File: src/cpt_pkg.sv
// Constants, register map and helper functions of the cascadable period timers.
package cpt_pkg;
	localparam int ADDR_W = 4;
	localparam int DATA_W = 16;
	localparam int N_CH = 3;
	// Channel numbers: standalone, lower paired, upper paired.
	localparam int CH_S = 0;
	localparam int CH_L = 1;
	localparam int CH_U = 2;
	// Each channel owns three words: control, count, period.
	localparam int A_STRIDE = 3;
	localparam int A_CON_OFS = 0;
	localparam int A_CNT_OFS = 1;
	localparam int A_PER_OFS = 2;
	localparam logic [ADDR_W-1:0] A_FLAG = 4'h9;
	// Control bit positions.
	localparam int B_RUN = 15;
	localparam int B_IDLE = 13;
	localparam int B_GATE = 6;
	localparam int B_PS_HI = 5;
	localparam int B_PS_LO = 4;
	localparam int B_CASC = 3;
	localparam int B_SYNC = 2;
	localparam int B_CSRC = 1;
	// Implemented control bits of each channel.
	localparam logic [DATA_W-1:0] MASK_S = 16'hA076;
	localparam logic [DATA_W-1:0] MASK_L = 16'hA07A;
	localparam logic [DATA_W-1:0] MASK_U = 16'hA072;
	// Reset values.
	localparam logic [DATA_W-1:0] CON_RST = 16'h0000;
	localparam logic [DATA_W-1:0] CNT_RST = 16'h0000;
	localparam logic [DATA_W-1:0] PER_RST = 16'hFFFF;
	// Last prescaler count for each ratio.
	localparam logic [7:0] PS_L1 = 8'h00;
	localparam logic [7:0] PS_L8 = 8'h07;
	localparam logic [7:0] PS_L64 = 8'h3F;
	localparam logic [7:0] PS_L256 = 8'hFF;

	// Word address of one register of one channel.
	function automatic logic [ADDR_W-1:0] addr_of(input int c, input int k);
		addr_of = ADDR_W'(c * A_STRIDE + k);
	endfunction : addr_of

	// Terminal prescaler count for a prescale_select code.
	function automatic logic [7:0] psc_last(input logic [1:0] s);
		case (s)
			2'b00: psc_last = PS_L1;
			2'b01: psc_last = PS_L8;
			2'b10: psc_last = PS_L64;
			default: psc_last = PS_L256;
		endcase
	endfunction : psc_last

	// Writable bits of a channel's control register.
	function automatic logic [DATA_W-1:0] con_mask(input int c);
		con_mask = (c == CH_S) ? MASK_S : ((c == CH_L) ? MASK_L : MASK_U);
	endfunction : con_mask
endpackage : cpt_pkg

File: src/cpt_timers.sv
// Standalone timer and cascadable timer pair with register port.
//
// Chosen here: the plain strobed port and the placing of the registers.
`timescale 1ns/10ps
module cpt_timers
	import cpt_pkg::*;
(
	input wire logic I_CORE_CLK,
	input wire logic I_SRST,
	input wire logic [ADDR_W-1:0] I_ADDR,
	input wire logic [DATA_W-1:0] I_WDATA,
	input wire logic I_WR,
	input wire logic I_RD,
	output logic [DATA_W-1:0] O_RDATA,
	input wire logic I_IDLE,
	input wire logic I_S_ECLK,
	input wire logic I_L_ECLK,
	input wire logic I_U_ECLK,
	output logic O_S_IRQ,
	output logic O_L_IRQ,
	output logic O_U_IRQ,
	output logic O_CONV_TRIG
);
	logic [DATA_W-1:0] con_q [N_CH];
	logic [DATA_W-1:0] con_d [N_CH];
	logic [DATA_W-1:0] cnt_q [N_CH];
	logic [DATA_W-1:0] cnt_d [N_CH];
	logic [DATA_W-1:0] per_q [N_CH];
	logic [DATA_W-1:0] per_d [N_CH];
	logic [7:0] psc_q [N_CH];
	logic [7:0] psc_d [N_CH];
	logic [DATA_W-1:0] econ [N_CH];
	logic [N_CH-1:0] flg_q;
	logic [N_CH-1:0] flg_d;
	logic [N_CH-1:0] s1_q;
	logic [N_CH-1:0] s2_q;
	logic [N_CH-1:0] s3_q;
	logic [N_CH-1:0] ext;
	logic [N_CH-1:0] gmode;
	logic [N_CH-1:0] run;
	logic [N_CH-1:0] in_tick;
	logic [N_CH-1:0] tick;
	logic [N_CH-1:0] match;
	logic [N_CH-1:0] gfall;
	logic [N_CH-1:0] set_flg;
	logic [N_CH-1:0] wr_con;
	logic [N_CH-1:0] wr_cnt;
	logic [N_CH-1:0] wr_per;
	logic [DATA_W-1:0] rdata_d;
	logic [DATA_W-1:0] rdata_q;
	logic conv_q;
	logic conv_d;

	// Cascade mode and the combined 32-bit views of count and period.
	wire casc = con_q[CH_L][B_CASC];
	wire [31:0] cnt32 = {cnt_q[CH_U], cnt_q[CH_L]};
	wire [31:0] per32 = {per_q[CH_U], per_q[CH_L]};
	wire m32 = (cnt32 == per32);
	wire [31:0] cnt32_inc = cnt32 + 32'h0000_0001;
	wire wr_flag = I_WR && (I_ADDR == A_FLAG);

	// Pin levels seen by each channel; cascaded, the upper channel uses the lower pin.
	wire [N_CH-1:0] p_lvl = {casc ? s2_q[CH_L] : s2_q[CH_U], s2_q[CH_L], s2_q[CH_S]};
	wire [N_CH-1:0] p_old = {casc ? s3_q[CH_L] : s3_q[CH_U], s3_q[CH_L], s3_q[CH_S]};
	wire [N_CH-1:0] p_rise = p_lvl & ~p_old;
	wire [N_CH-1:0] p_fall = ~p_lvl & p_old;

	// Three-flop sampling of the external clock and gate pins; only the second
	// and third flops feed logic, so the first may go metastable safely.
	always_ff @(posedge I_CORE_CLK)
	begin
		if (I_SRST)
		begin
			s1_q <= 3'h0;
			s2_q <= 3'h0;
			s3_q <= 3'h0;
		end
		else
		begin
			s1_q <= {I_U_ECLK, I_L_ECLK, I_S_ECLK};
			s2_q <= s1_q;
			s3_q <= s2_q;
		end
	end

	// Per-channel control decode, clock selection, gating and prescaler tick.
	always_comb
	begin
		for (int c = 0; c < N_CH; c++)
		begin
			// Cascaded, the upper channel takes every setting from the lower one.
			econ[c] = (c == CH_U && casc) ? con_q[CH_L] : con_q[c];
			ext[c] = econ[c][B_CSRC];
			gmode[c] = econ[c][B_GATE] && !ext[c];
			run[c] = econ[c][B_RUN] && !(I_IDLE && econ[c][B_IDLE]);
			// Internal clock is one tick per core cycle; gated, only while the gate is high.
			in_tick[c] = ext[c] ? p_rise[c] : (gmode[c] ? p_lvl[c] : 1'b1);
			tick[c] = run[c] && in_tick[c] &&
				(psc_q[c] == psc_last(econ[c][B_PS_HI:B_PS_LO]));
			match[c] = (cnt_q[c] == per_q[c]);
			gfall[c] = run[c] && gmode[c] && p_fall[c];
			wr_con[c] = I_WR && (I_ADDR == addr_of(c, A_CON_OFS));
			wr_cnt[c] = I_WR && (I_ADDR == addr_of(c, A_CNT_OFS));
			wr_per[c] = I_WR && (I_ADDR == addr_of(c, A_PER_OFS));
		end
	end

	// Flag sources: cascaded events go to the upper flag only.
	always_comb
	begin
		set_flg[CH_S] = (tick[CH_S] && match[CH_S]) || gfall[CH_S];
		set_flg[CH_L] = !casc && ((tick[CH_L] && match[CH_L]) || gfall[CH_L]);
		if (casc)
		begin
			set_flg[CH_U] = (tick[CH_L] && m32) || gfall[CH_L];
		end
		else
		begin
			set_flg[CH_U] = (tick[CH_U] && match[CH_U]) || gfall[CH_U];
		end
		conv_d = casc ? (tick[CH_L] && m32) : (tick[CH_U] && match[CH_U]);
	end

	// Next count and prescaler values; a software write to a count wins over counting.
	always_comb
	begin
		for (int c = 0; c < N_CH; c++)
		begin
			cnt_d[c] = cnt_q[c];
			if (tick[c])
			begin
				cnt_d[c] = match[c] ? CNT_RST : cnt_q[c] + 16'h0001;
			end
			// A control write while running restarts the prescale sequence.
			if (!run[c] || (wr_con[c] && con_q[c][B_RUN]))
			begin
				psc_d[c] = 8'h00;
			end
			else if (in_tick[c])
			begin
				psc_d[c] = tick[c] ? 8'h00 : psc_q[c] + 8'h01;
			end
			else
			begin
				psc_d[c] = psc_q[c];
			end
		end
		if (casc)
		begin
			// One 32-bit counter on the lower channel's tick; the upper prescaler idles.
			psc_d[CH_U] = 8'h00;
			if (tick[CH_L])
			begin
				{cnt_d[CH_U], cnt_d[CH_L]} = m32 ? {CNT_RST, CNT_RST} : cnt32_inc;
			end
			else
			begin
				{cnt_d[CH_U], cnt_d[CH_L]} = cnt32;
			end
		end
		for (int c = 0; c < N_CH; c++)
		begin
			if (wr_cnt[c])
			begin
				cnt_d[c] = I_WDATA;
			end
			con_d[c] = wr_con[c] ? (I_WDATA & con_mask(c)) : con_q[c];
			per_d[c] = wr_per[c] ? I_WDATA : per_q[c];
		end
		// Write one to clear; a flag event in the same cycle wins.
		flg_d = (flg_q & ~(wr_flag ? I_WDATA[N_CH-1:0] : 3'h0)) | set_flg;
	end

	// Read multiplexer; unmapped addresses return zero.
	always_comb
	begin
		rdata_d = 16'h0000;
		for (int c = 0; c < N_CH; c++)
		begin
			if (I_ADDR == addr_of(c, A_CON_OFS))
			begin
				rdata_d = con_q[c];
			end
			if (I_ADDR == addr_of(c, A_CNT_OFS))
			begin
				rdata_d = cnt_q[c];
			end
			if (I_ADDR == addr_of(c, A_PER_OFS))
			begin
				rdata_d = per_q[c];
			end
		end
		if (I_ADDR == A_FLAG)
		begin
			rdata_d = {13'h0000, flg_q};
		end
	end

	// Channel state registers.
	always_ff @(posedge I_CORE_CLK)
	begin
		for (int c = 0; c < N_CH; c++)
		begin
			if (I_SRST)
			begin
				con_q[c] <= CON_RST;
				cnt_q[c] <= CNT_RST;
				per_q[c] <= PER_RST;
				psc_q[c] <= 8'h00;
			end
			else
			begin
				con_q[c] <= con_d[c];
				cnt_q[c] <= cnt_d[c];
				per_q[c] <= per_d[c];
				psc_q[c] <= psc_d[c];
			end
		end
	end

	// Flags, trigger pulse and read data.
	always_ff @(posedge I_CORE_CLK)
	begin
		if (I_SRST)
		begin
			flg_q <= 3'h0;
			conv_q <= 1'b0;
			rdata_q <= 16'h0000;
		end
		else
		begin
			flg_q <= flg_d;
			conv_q <= conv_d;
			rdata_q <= I_RD ? rdata_d : 16'h0000;
		end
	end

	assign O_RDATA = rdata_q;
	assign O_S_IRQ = flg_q[CH_S];
	assign O_L_IRQ = flg_q[CH_L];
	assign O_U_IRQ = flg_q[CH_U];
	assign O_CONV_TRIG = conv_q;

	// Standalone channel running 1:8 on the internal clock, undisturbed.
	wire ps8_run = run[CH_S] && !ext[CH_S] && !gmode[CH_S] && !wr_con[CH_S] &&
		(econ[CH_S][B_PS_HI:B_PS_LO] == 2'b01);
endmodule : cpt_timers

File: config.mk
export PLATFORM = sky130hd
export DESIGN_NAME = cpt_timers
export DESIGN_NICKNAME = d
export VERILOG_FILES = /design/src/cpt_pkg.sv /design/src/cpt_timers.sv
export SDC_FILE = /design/constraint.sdc
export NUM_CORES = 1
export LEC_CHECK = 0
export ABC_AREA = 1
export BUFFER_PORTS_ARGS = -buffer_cell sky130_fd_sc_hd__clkbuf_2
export CAP_MARGIN = 20
export CORE_MARGIN = 2
export CORE_UTILIZATION = 64
export CTS_CLUSTER_DIAMETER = 200
export DETAILED_ROUTE_END_ITERATION = 8
export GPL_TIMING_DRIVEN = 0
export PLACE_DENSITY = 0.81
export SLEW_MARGIN = 20
export SYNTH_ARGS = -nofsm -noshare
export SYNTH_HDL_FRONTEND = slang
export SYNTH_SLANG_ARGS = --single-unit
File: constraint.sdc
create_clock -name I_CORE_CLK -period 3.5 [get_ports I_CORE_CLK]
set_clock_uncertainty 0.05 [all_clocks]
set_input_delay 0.175 -clock I_CORE_CLK [delete_from_list [all_inputs] [get_ports I_CORE_CLK]]
set_output_delay 0.175 -clock I_CORE_CLK [all_outputs]
set_load 0.01 [all_outputs]
# After elaboration in Yosys (flattened, before gate mapping)

Memories as Yosys holds them, arrays and structs flattened.
Cells that the tools add are included.

Bits in latches: 0
Bits in read-only memories: 0
Bits in writable memories: 168
Output and inout port bits: 20
Bits of input ports: 28
Memories kept: 4
Bits in registers: 29

$add $sub $neg: 7
Eq/ne operators: 22
Bitwise logic cells: 20
Mux-type cells: 68
Reduce and logical (&&, ||, !) cells: 62
$mul: 0
Magnitude comparators: 0
Divide/modulo/power cells: 0
Shifts and indexed selects: 0

Memories:

| name  | words | bits a word | read ports | clocked after Yosys merged registers in | wr ports | RTL line         | RTL |
|---|---|---|---|---|---|---|---|
| cnt_q | 3     | 16          | 3          | 0                                       | 3        | cpt_timers.sv:26 | `logic [DATA_W-1:0] cnt_q [N_CH];` |
| con_q | 3     | 16          | 3          | 0                                       | 3        | cpt_timers.sv:24 | `logic [DATA_W-1:0] con_q [N_CH];` |
| per_q | 3     | 16          | 3          | 0                                       | 3        | cpt_timers.sv:28 | `logic [DATA_W-1:0] per_q [N_CH];` |
| psc_q | 3     | 8           | 3          | 0                                       | 3        | cpt_timers.sv:30 | `logic [7:0] psc_q [N_CH];` |

Operators with widths:

| kind                                                 | number |
|---|---|
| 2-to-1 mux 16 bit                                    | 34 |
| 2-to-1 mux 8 bit                                     | 13 |
| 2-to-1 mux 32 bit                                    | 3 |
| one-hot mux 8 bit (3 select lines)                   | 3 |
| adder 16 x 1 -> 16 bit (second input constant)       | 3 |
| equality test 16 bit                                 | 3 |
| logical AND 1 bit                                    | 39 |
| adder 32 x 1 -> 32 bit (second input constant)       | 1 |
| equality test 32 bit                                 | 1 |
| adder 8 x 1 -> 8 bit (second input constant)         | 3 |
| equality test 8 bit                                  | 3 |
| equality test 4 x 3 -> 1 bit (second input constant) | 4 |
| 2-to-1 mux 1 bit                                     | 13 |
| OR 1 bit                                             | 12 |
| zero test 1 bit                                      | 10 |
| bitwise AND 3 bit                                    | 3 |
| inverter 3 bit                                       | 3 |
| equality test 4 x 2 -> 1 bit (second input constant) | 2 |
| equality test 4 bit (second input constant)          | 2 |
| logical OR 1 bit                                     | 7 |
| equality test 2 x 1 -> 1 bit (second input constant) | 3 |
| equality test 2 bit (second input constant)          | 3 |
| zero test 2 bit                                      | 3 |
| 2-to-1 mux 3 bit                                     | 2 |
| 6 further kinds                                      | 6 |

# Depth between registers and ports, before layout

Gate-level depths: netlist of run 1.
An unclocked memory read counts as a cell.

Word-level depth: 13
Gate-level depth with buffers: 15

# Worst setup path before layout of run 1

OpenSTA, ideal clock, no wires.

Path kind: reg-to-reg
Start: memory cnt_q[1][0]
End: memory cnt_q[2][12]
Buffers on the path: 0
Library setup time: 0.115 ns
Stages on the path, launching flop included: 12
Slack: 1.668 ns
Clock period less this slack: 1.832 ns
Data arrival time: 1.667 ns
Cell sequence: dfxtp_1 > ha_1 > nand3_1 > nor2_1 > nand2_1 > nor3_2 > nand2_1 > nor2_1 > xor2_1 > nor2_1 > nor2_1 > nor2_1

RTL lines:

| item        | RTL line |
|---|---|
| from (decl) | cpt_timers.sv:26 |

==> results of run 1 <==
area by class of cell:
cell class                 count  area, µm²  share of cell area (%)
inverter                     216        811                    7.09
tap                          216        270                    2.36
timing repair buffer          49        265                    2.32
buffer                        72        349                    3.05
clock buffer                  18        439                    3.84
multi-input combinational   1136       5770                    50.4
sequential                   169       3380                    29.6
clock inverter                14        158                    1.38
metrics by stage:
stage	util [%]	setup slack, ns
floorplan	-	1.67
detailed placement	68.3	1.17
CTS	72.3	1.15
global route	72.3	0.879
finish	72.3	1.00
global placement	68.3	1.19
sequential cells by signal (all words and copies together), names as in the netlist:
name and cells:
con_q 20, O_RDATA 16, psc_q 24, flg_q 3
s1_q 3, O_CONV_TRIG 1, per_q 48, cnt_q 48
s3_q 3, s2_q 3
worst paths after layout:
path,start,end,slack [ns],cells past startpoint
min reg2reg,s1_q[1]$_SDFF_PP0_,s2_q[1]$_SDFF_PP0_,0.36,2
max,cnt_q[1][0]$_SDFFE_PP0P_,cnt_q[2][6]$_SDFFE_PP0P_,1.00,14
min,I_WDATA[0],per_q[1][0]$_SDFFE_PP1P_,0.07,3
max reg2reg,cnt_q[1][0]$_SDFFE_PP0P_,cnt_q[2][6]$_SDFFE_PP0P_,1.00,14
kinds of logic (layout without fill, tap and decap cells):
| group | Yosys count | after routing | synth area share (%) |
|---|---|---|---|
| and+or+nand+nor | 732 | 732 | 30.4 |
| AOI/OAI and AO/OA | 321 | 321 | 18.2 |
| buffers and inverters | 288 | 369 | 11.2 |
| DFF | 169 | 169 | 32.8 |
| xor gates and xnor gates | 77 | 77 | 6.54 |
| adders and majority gates | 6 | 6 | 0.728 |
routing by layer:
layer  vias up  part of all wire [%]  track usage (%)  wire length [µm]
met1      5203                    38             57.0             14400
li1       5346                     -                -                 -
met5         -                     0                0                 0
met4         0                   5.8             22.4              2220
met3       180                    13             13.6              5120
met2       853                    43             68.5             16300
where the power goes:
group | switching [W] | internal [W] | leakage (nW) | total, W
clock | 0.000914 | 0.00103 | 0.284 | 0.00195
sequential | 0.0000334 | 0.00196 | 1.37 | 0.00200
combinational | 0.000304 | 0.000120 | 3.28 | 0.000424
critical path: stages, from the launching register on:
cell and delay (ns):
dfxtp_1 0.60, inv_1 0.24, nand2_1 0.11, nand2_1 0.07, inv_1 0.05, nand2_1 0.04
nor2_1 0.14, nand2_1 0.07, nor2_1 0.08, nand2_1 0.20, nand2_1 0.25, buf_4 0.23
nor2_1 0.07, nor2_1 0.14, nor2_1 0.06
placed cells by master, fill, tap and decap left out, types with 10 or more instances in the layout:
| cell type | synthesis | routed |
|---|---|---|
| nand3_1 | 85 | 85 |
| o211ai_1 | 37 | 37 |
| a21oi_1 | 101 | 101 |
| buf_2 | 30 | 30 |
| nand4_1 | 36 | 36 |
| nand2_1 | 380 | 380 |
| clkbuf_16 | 0 | 17 |
| inv_1 | 202 | 202 |
| xor2_1 | 41 | 41 |
| o21bai_1 | 20 | 20 |
| dfxtp_1 | 169 | 169 |
| o22ai_1 | 22 | 22 |
| nor2_2 | 10 | 10 |
| inv_2 | 13 | 13 |
| o21ai_0 | 100 | 100 |
| nor2_1 | 163 | 163 |
| xnor2_1 | 36 | 36 |
| clkbuf_2 | 6 | 51 |
| clkbuf_1 | 30 | 30 |
| a31oi_1 | 10 | 10 |
| nor3_1 | 31 | 31 |
==> results_dict.tcl, run 1 <==
set metrics [dict create \
    hold_class "in -> reg" \
    period_share_pct 71.3 \
    fillers 1337 \
    crit_arrival_ns 2.79 \
    fin_crit_ns 2.50 \
    tightest_slew_ns 0.877 \
    antenna_found_initial 0 \
    cp-start-kind "flip-flop" \
    finalMaxSlewViolations 0 \
    finalWirelength_mm 38.0 \
    syn_to_final_growth_pct 11.0 \
    placed_cell_area_um2 10800 \
    ys_ff_latch 169 \
    cts_setup_buffers 0 \
    max_freq_mhz 401 \
    vias_per_cell 6.13 \
    synth-main-ff-cell "dfxtp_1" \
    first_pass_iters 7 \
    start_util_pct 65.1 \
    clock_latency_ns 0.45 \
    netlist.area_leader.share_pct 32.8 \
    drtIter0Drc 1796 \
    grt_pass1_wl_mm 56.8 \
    core-area_um2 15800 \
    setup_violations 0 \
    power.density_nw_per_um2 382 \
    grt_pass1_vias 10223 \
    yosysMostFrequentCell "nand2_1" \
    grt_usage_pct 44.6 \
    grt_max_degree 18 \
    yosys-top-cells-count "nand2_1 (380), inv_1 (202), dfxtp_1 (169)" \
    place_congestion 1.02 \
    synthArstFlopShare_pct 0 \
    grt_setup_unrepaired "no" \
    overflow 0 \
    wl_per_cell_um 20.1 \
    syn_area_per_cell_um2 6.47 \
    dieWidth_um 131 \
    cts_buffer_depth 2 \
    synthCells 1593 \
    cts.sinks 169 \
    end_kind "flip-flop" \
    holdWs_ns 0.0658 \
    netlist.top_cell.by_area "dfxtp_1" \
    drc 0 \
    cts_resized 0 \
    max-vdd-ir-drop_mv 0.406 \
    nets 1695 \
    power_w 0.00437 \
    clock-root-buffer "clkbuf_16" \
    relSlewSlack_pct 41.5 \
    setup_tns_ns 0 \
    status "completed" \
    syn-num-nets 1627 \
    place_inst 1854 \
    dp_hpwl_mm 28.1 \
    die_y_um 131 \
    diodes 0 \
    instances_no_fill 1890 \
    yosys_warnings 0 \
    crit_fanout 10 \
    synth_edf_count 0 \
    ys_seq_area_share_pct 32.8 \
    hold_violations 0 \
    netlist_area_um2 10300 \
    port_buffers 45 \
    synthTopCellsByArea "dfxtp_1 (33%), nand2_1 (14%), inv_1 (7.4%), nor2_1 (5.9%), a21oi_1 (4.9%)" \
    dieArea_um2 17100 \
    rows 46 \
    cp.required_ns 3.79 \
    clk_pin_slew_ns 0.08 \
    drive_gt1_share_pct 9.38 \
    via_count 11582 \
    io_pins 48 \
    design_area_um2 11400 \
    ctsHoldBuffers 4 \
    yosys.cell_types.count 46 \
    cts_tree "yes" \
    htreeDepth 4 \
    criticalPathCategory "reg -> reg" \
    p_leak_nw 4.94 \
    ant_nets 0 \
    maxCapViolCount 0 \
    cts_buffers 17 \
]
Note: power is estimated with default switching activity, not from simulation.
==> run 2, diff against run 1 <==
CORE_UTILIZATION = 56   (was 64)
PLACE_DENSITY = 0.75   (was 0.81)
clock period = 2.14 ns   (was 3.5 ns; I/O delays follow)
==> run 2 against run 1 <==
Against the previous run: largest power group unchanged; cell area increased by 3.1%; critical endpoint is now cnt_q[2][3]$_SDFFE_PP0P_; critical path depth down 2; sequential share of layout area decreased by 0.69 points.
==> results_dict.tcl, run 2 (synthesized netlist as in run 1, its figures left out) <==
set metrics [dict create \
    status "completed" \
    grt_max_degree 19 \
    rows 49 \
    dieArea_um2 19500 \
    cp.required_ns 2.42 \
    first_pass_iters 6 \
    maxCapViolCount 0 \
    syn_to_final_growth_pct 14.5 \
    overflow 0 \
    die_y_um 140 \
    setup_ws_ns 0.0960 \
    via_count 11330 \
    place_congestion 1.02 \
    hold_class "in -> reg" \
    period_share_pct 95.5 \
    crit_fanout 10 \
    place_ws_ns -0.286 \
    grt_setup_unrepaired "yes" \
    io_pins 48 \
    drtIter0Drc 1332 \
    setup_violations 0 \
    drive_gt1_share_pct 12.8 \
    final_common_cell "nand2_1" \
    finalWirelength_mm 38.2 \
    drc 0 \
    p_int_w 0.00498 \
    cts_buffers 17 \
    grt_usage_pct 38.5 \
    hold_violations 0 \
    cts_buffer_depth 2 \
    nets 1704 \
    seqPwrFrac_pct 46.2 \
    power_frac_comb_pct 10.0 \
    final_cell_mix "nand2_1 (373), inv_1 (195), dfxtp_1 (157)" \
    multi_input_area_um2 5970 \
    p_clk_share_pct 43.8 \
    fillers 1709 \
    cts.sinks 169 \
    cts_tree "yes" \
    grt_pass1_wl_mm 57.9 \
    switching_power_w 0.00209 \
    dieWidth_um 140 \
    start_util_pct 57.2 \
    end_kind "flip-flop" \
    htreeDepth 4 \
    final-seq-area_um2 3410 \
    antenna_found_initial 0 \
    max_freq_mhz 489 \
    port_buffers 45 \
    wl_per_cell_um 20.0 \
    cp-start-kind "flip-flop" \
    ant_nets 0 \
    finalMaxSlewViolations 0 \
    fin_crit_ns 2.04 \
    netSwitchingFraction_pct 29.6 \
    relSlewSlack_pct 41.7 \
    power_w 0.00707 \
    vias_per_cell 5.92 \
    clock_latency_ns 0.45 \
    core-area_um2 18000 \
    clock-root-buffer "clkbuf_16" \
    grt_pass1_vias 10201 \
    p_leak_nw 5.06 \
    dp_hpwl_mm 28.6 \
    reg_top3 "cnt_q: 48 flops, per_q: 48 flops, psc_q: 24 flops" \
    power.density_nw_per_um2 599 \
    max-vdd-ir-drop_mv 0.578 \
    crit_arrival_ns 2.33 \
    criticalPathCategory "reg -> reg" \
    clk_pin_slew_ns 0.07 \
    tightest_slew_ns 0.875 \
]
[run 2: cell count changes in the layout (fill, tap and decap cells not counted), sizes merged]
cell         change
bufinv           -1
diode            +1
inv              -3
dlygate4sd3      +4
buf              +4
clkinv           +5
[run 2: final timing paths]
kind / start / to / slack [ns] / cells past startpoint
setup / recovery: con_q[1][15]$_SDFFE_PP0P_ / cnt_q[2][3]$_SDFFE_PP0P_ / 0.1 / 12
hold / removal: I_WDATA[12] / per_q[1][12]$_SDFFE_PP1P_ / 0.04 / 3
setup reg to reg: con_q[1][15]$_SDFFE_PP0P_ / cnt_q[2][3]$_SDFFE_PP0P_ / 0.1 / 12
hold reg to reg: s1_q[0]$_SDFF_PP0_ / s2_q[0]$_SDFF_PP0_ / 0.35 / 2
[run 2: power by group through the flow]
stage | Sequential, W | Clock (W) | Combinational, W
6_report | 0.00326 | 0.00310 | 0.000710
5_1_grt | 0.00327 | 0.00323 | 0.000756
4_1_cts | 0.00326 | 0.00311 | 0.000666
3_5_place_dp | 0.00333 | 0 | 0.000650
3_3_place_gp | 0.00333 | 0 | 0.000644
2_1_floorplan | 0.00332 | 0 | 0.000393
[run 2: metal layers]
metal / wire [µm] / track usage, %
met5: 0 / 0
met4: 1960 / 18.4
met3: 4350 / 8.40
met2: 16400 / 59.3
met1: 15500 / 51.4
[run 2: stage by stage]
step | hold slack [ns] | instance area, µm² | cells | utilization (%) | TNS [ns]
2_1_floorplan | 0.164 | 10300 | 1593 | - | 0
3_3_place_gp | 0.253 | 10800 | 1867 | 60.0 | -3.40
5_1_grt | 0.0313 | 11800 | 1912 | 65.5 | -0.0977
6_report | 0.0369 | 11800 | 1913 | 65.5 | 0
3_5_place_dp | 0.257 | 10800 | 1867 | 60.0 | -3.20
4_1_cts | 0.0203 | 11500 | 1907 | 64.0 | 0
[run 2: critical path, cell delays in order (launching register included)]
cell	delay [ns]
dfxtp_1	0.32
inv_1	0.09
a21oi_2	0.19
inv_1	0.12
o21ai_2	0.24
nand2_2	0.09
nor2_4	0.12
nand3_4	0.16
nand2_4	0.12
buf_8	0.15
nand3_1	0.08
nor2_1	0.14
nor2_1	0.07
[run 2: layout make-up]
cell class | instances | share of cell area (%)
diodes | 1 | 0.0212
plain buffers | 71 | 3.21
clock buffers | 17 | 3.60
clock inverters | 15 | 1.35
inverters | 216 | 6.95
multi-input cells | 1136 | 50.6
flip-flops and latches | 169 | 28.9
well taps | 229 | 2.43
repair buffers | 59 | 2.97
[run 2: timing repair]
action | in CTS | in global routing
buffers inserted | 0 | 6
hold buffers | 8 | 0
endpoints found under the setup margin | 24 | 48
pin swaps | 0 | 4
endpoints found under the hold margin | 9 | 0
gates resized for setup | 19 | 67
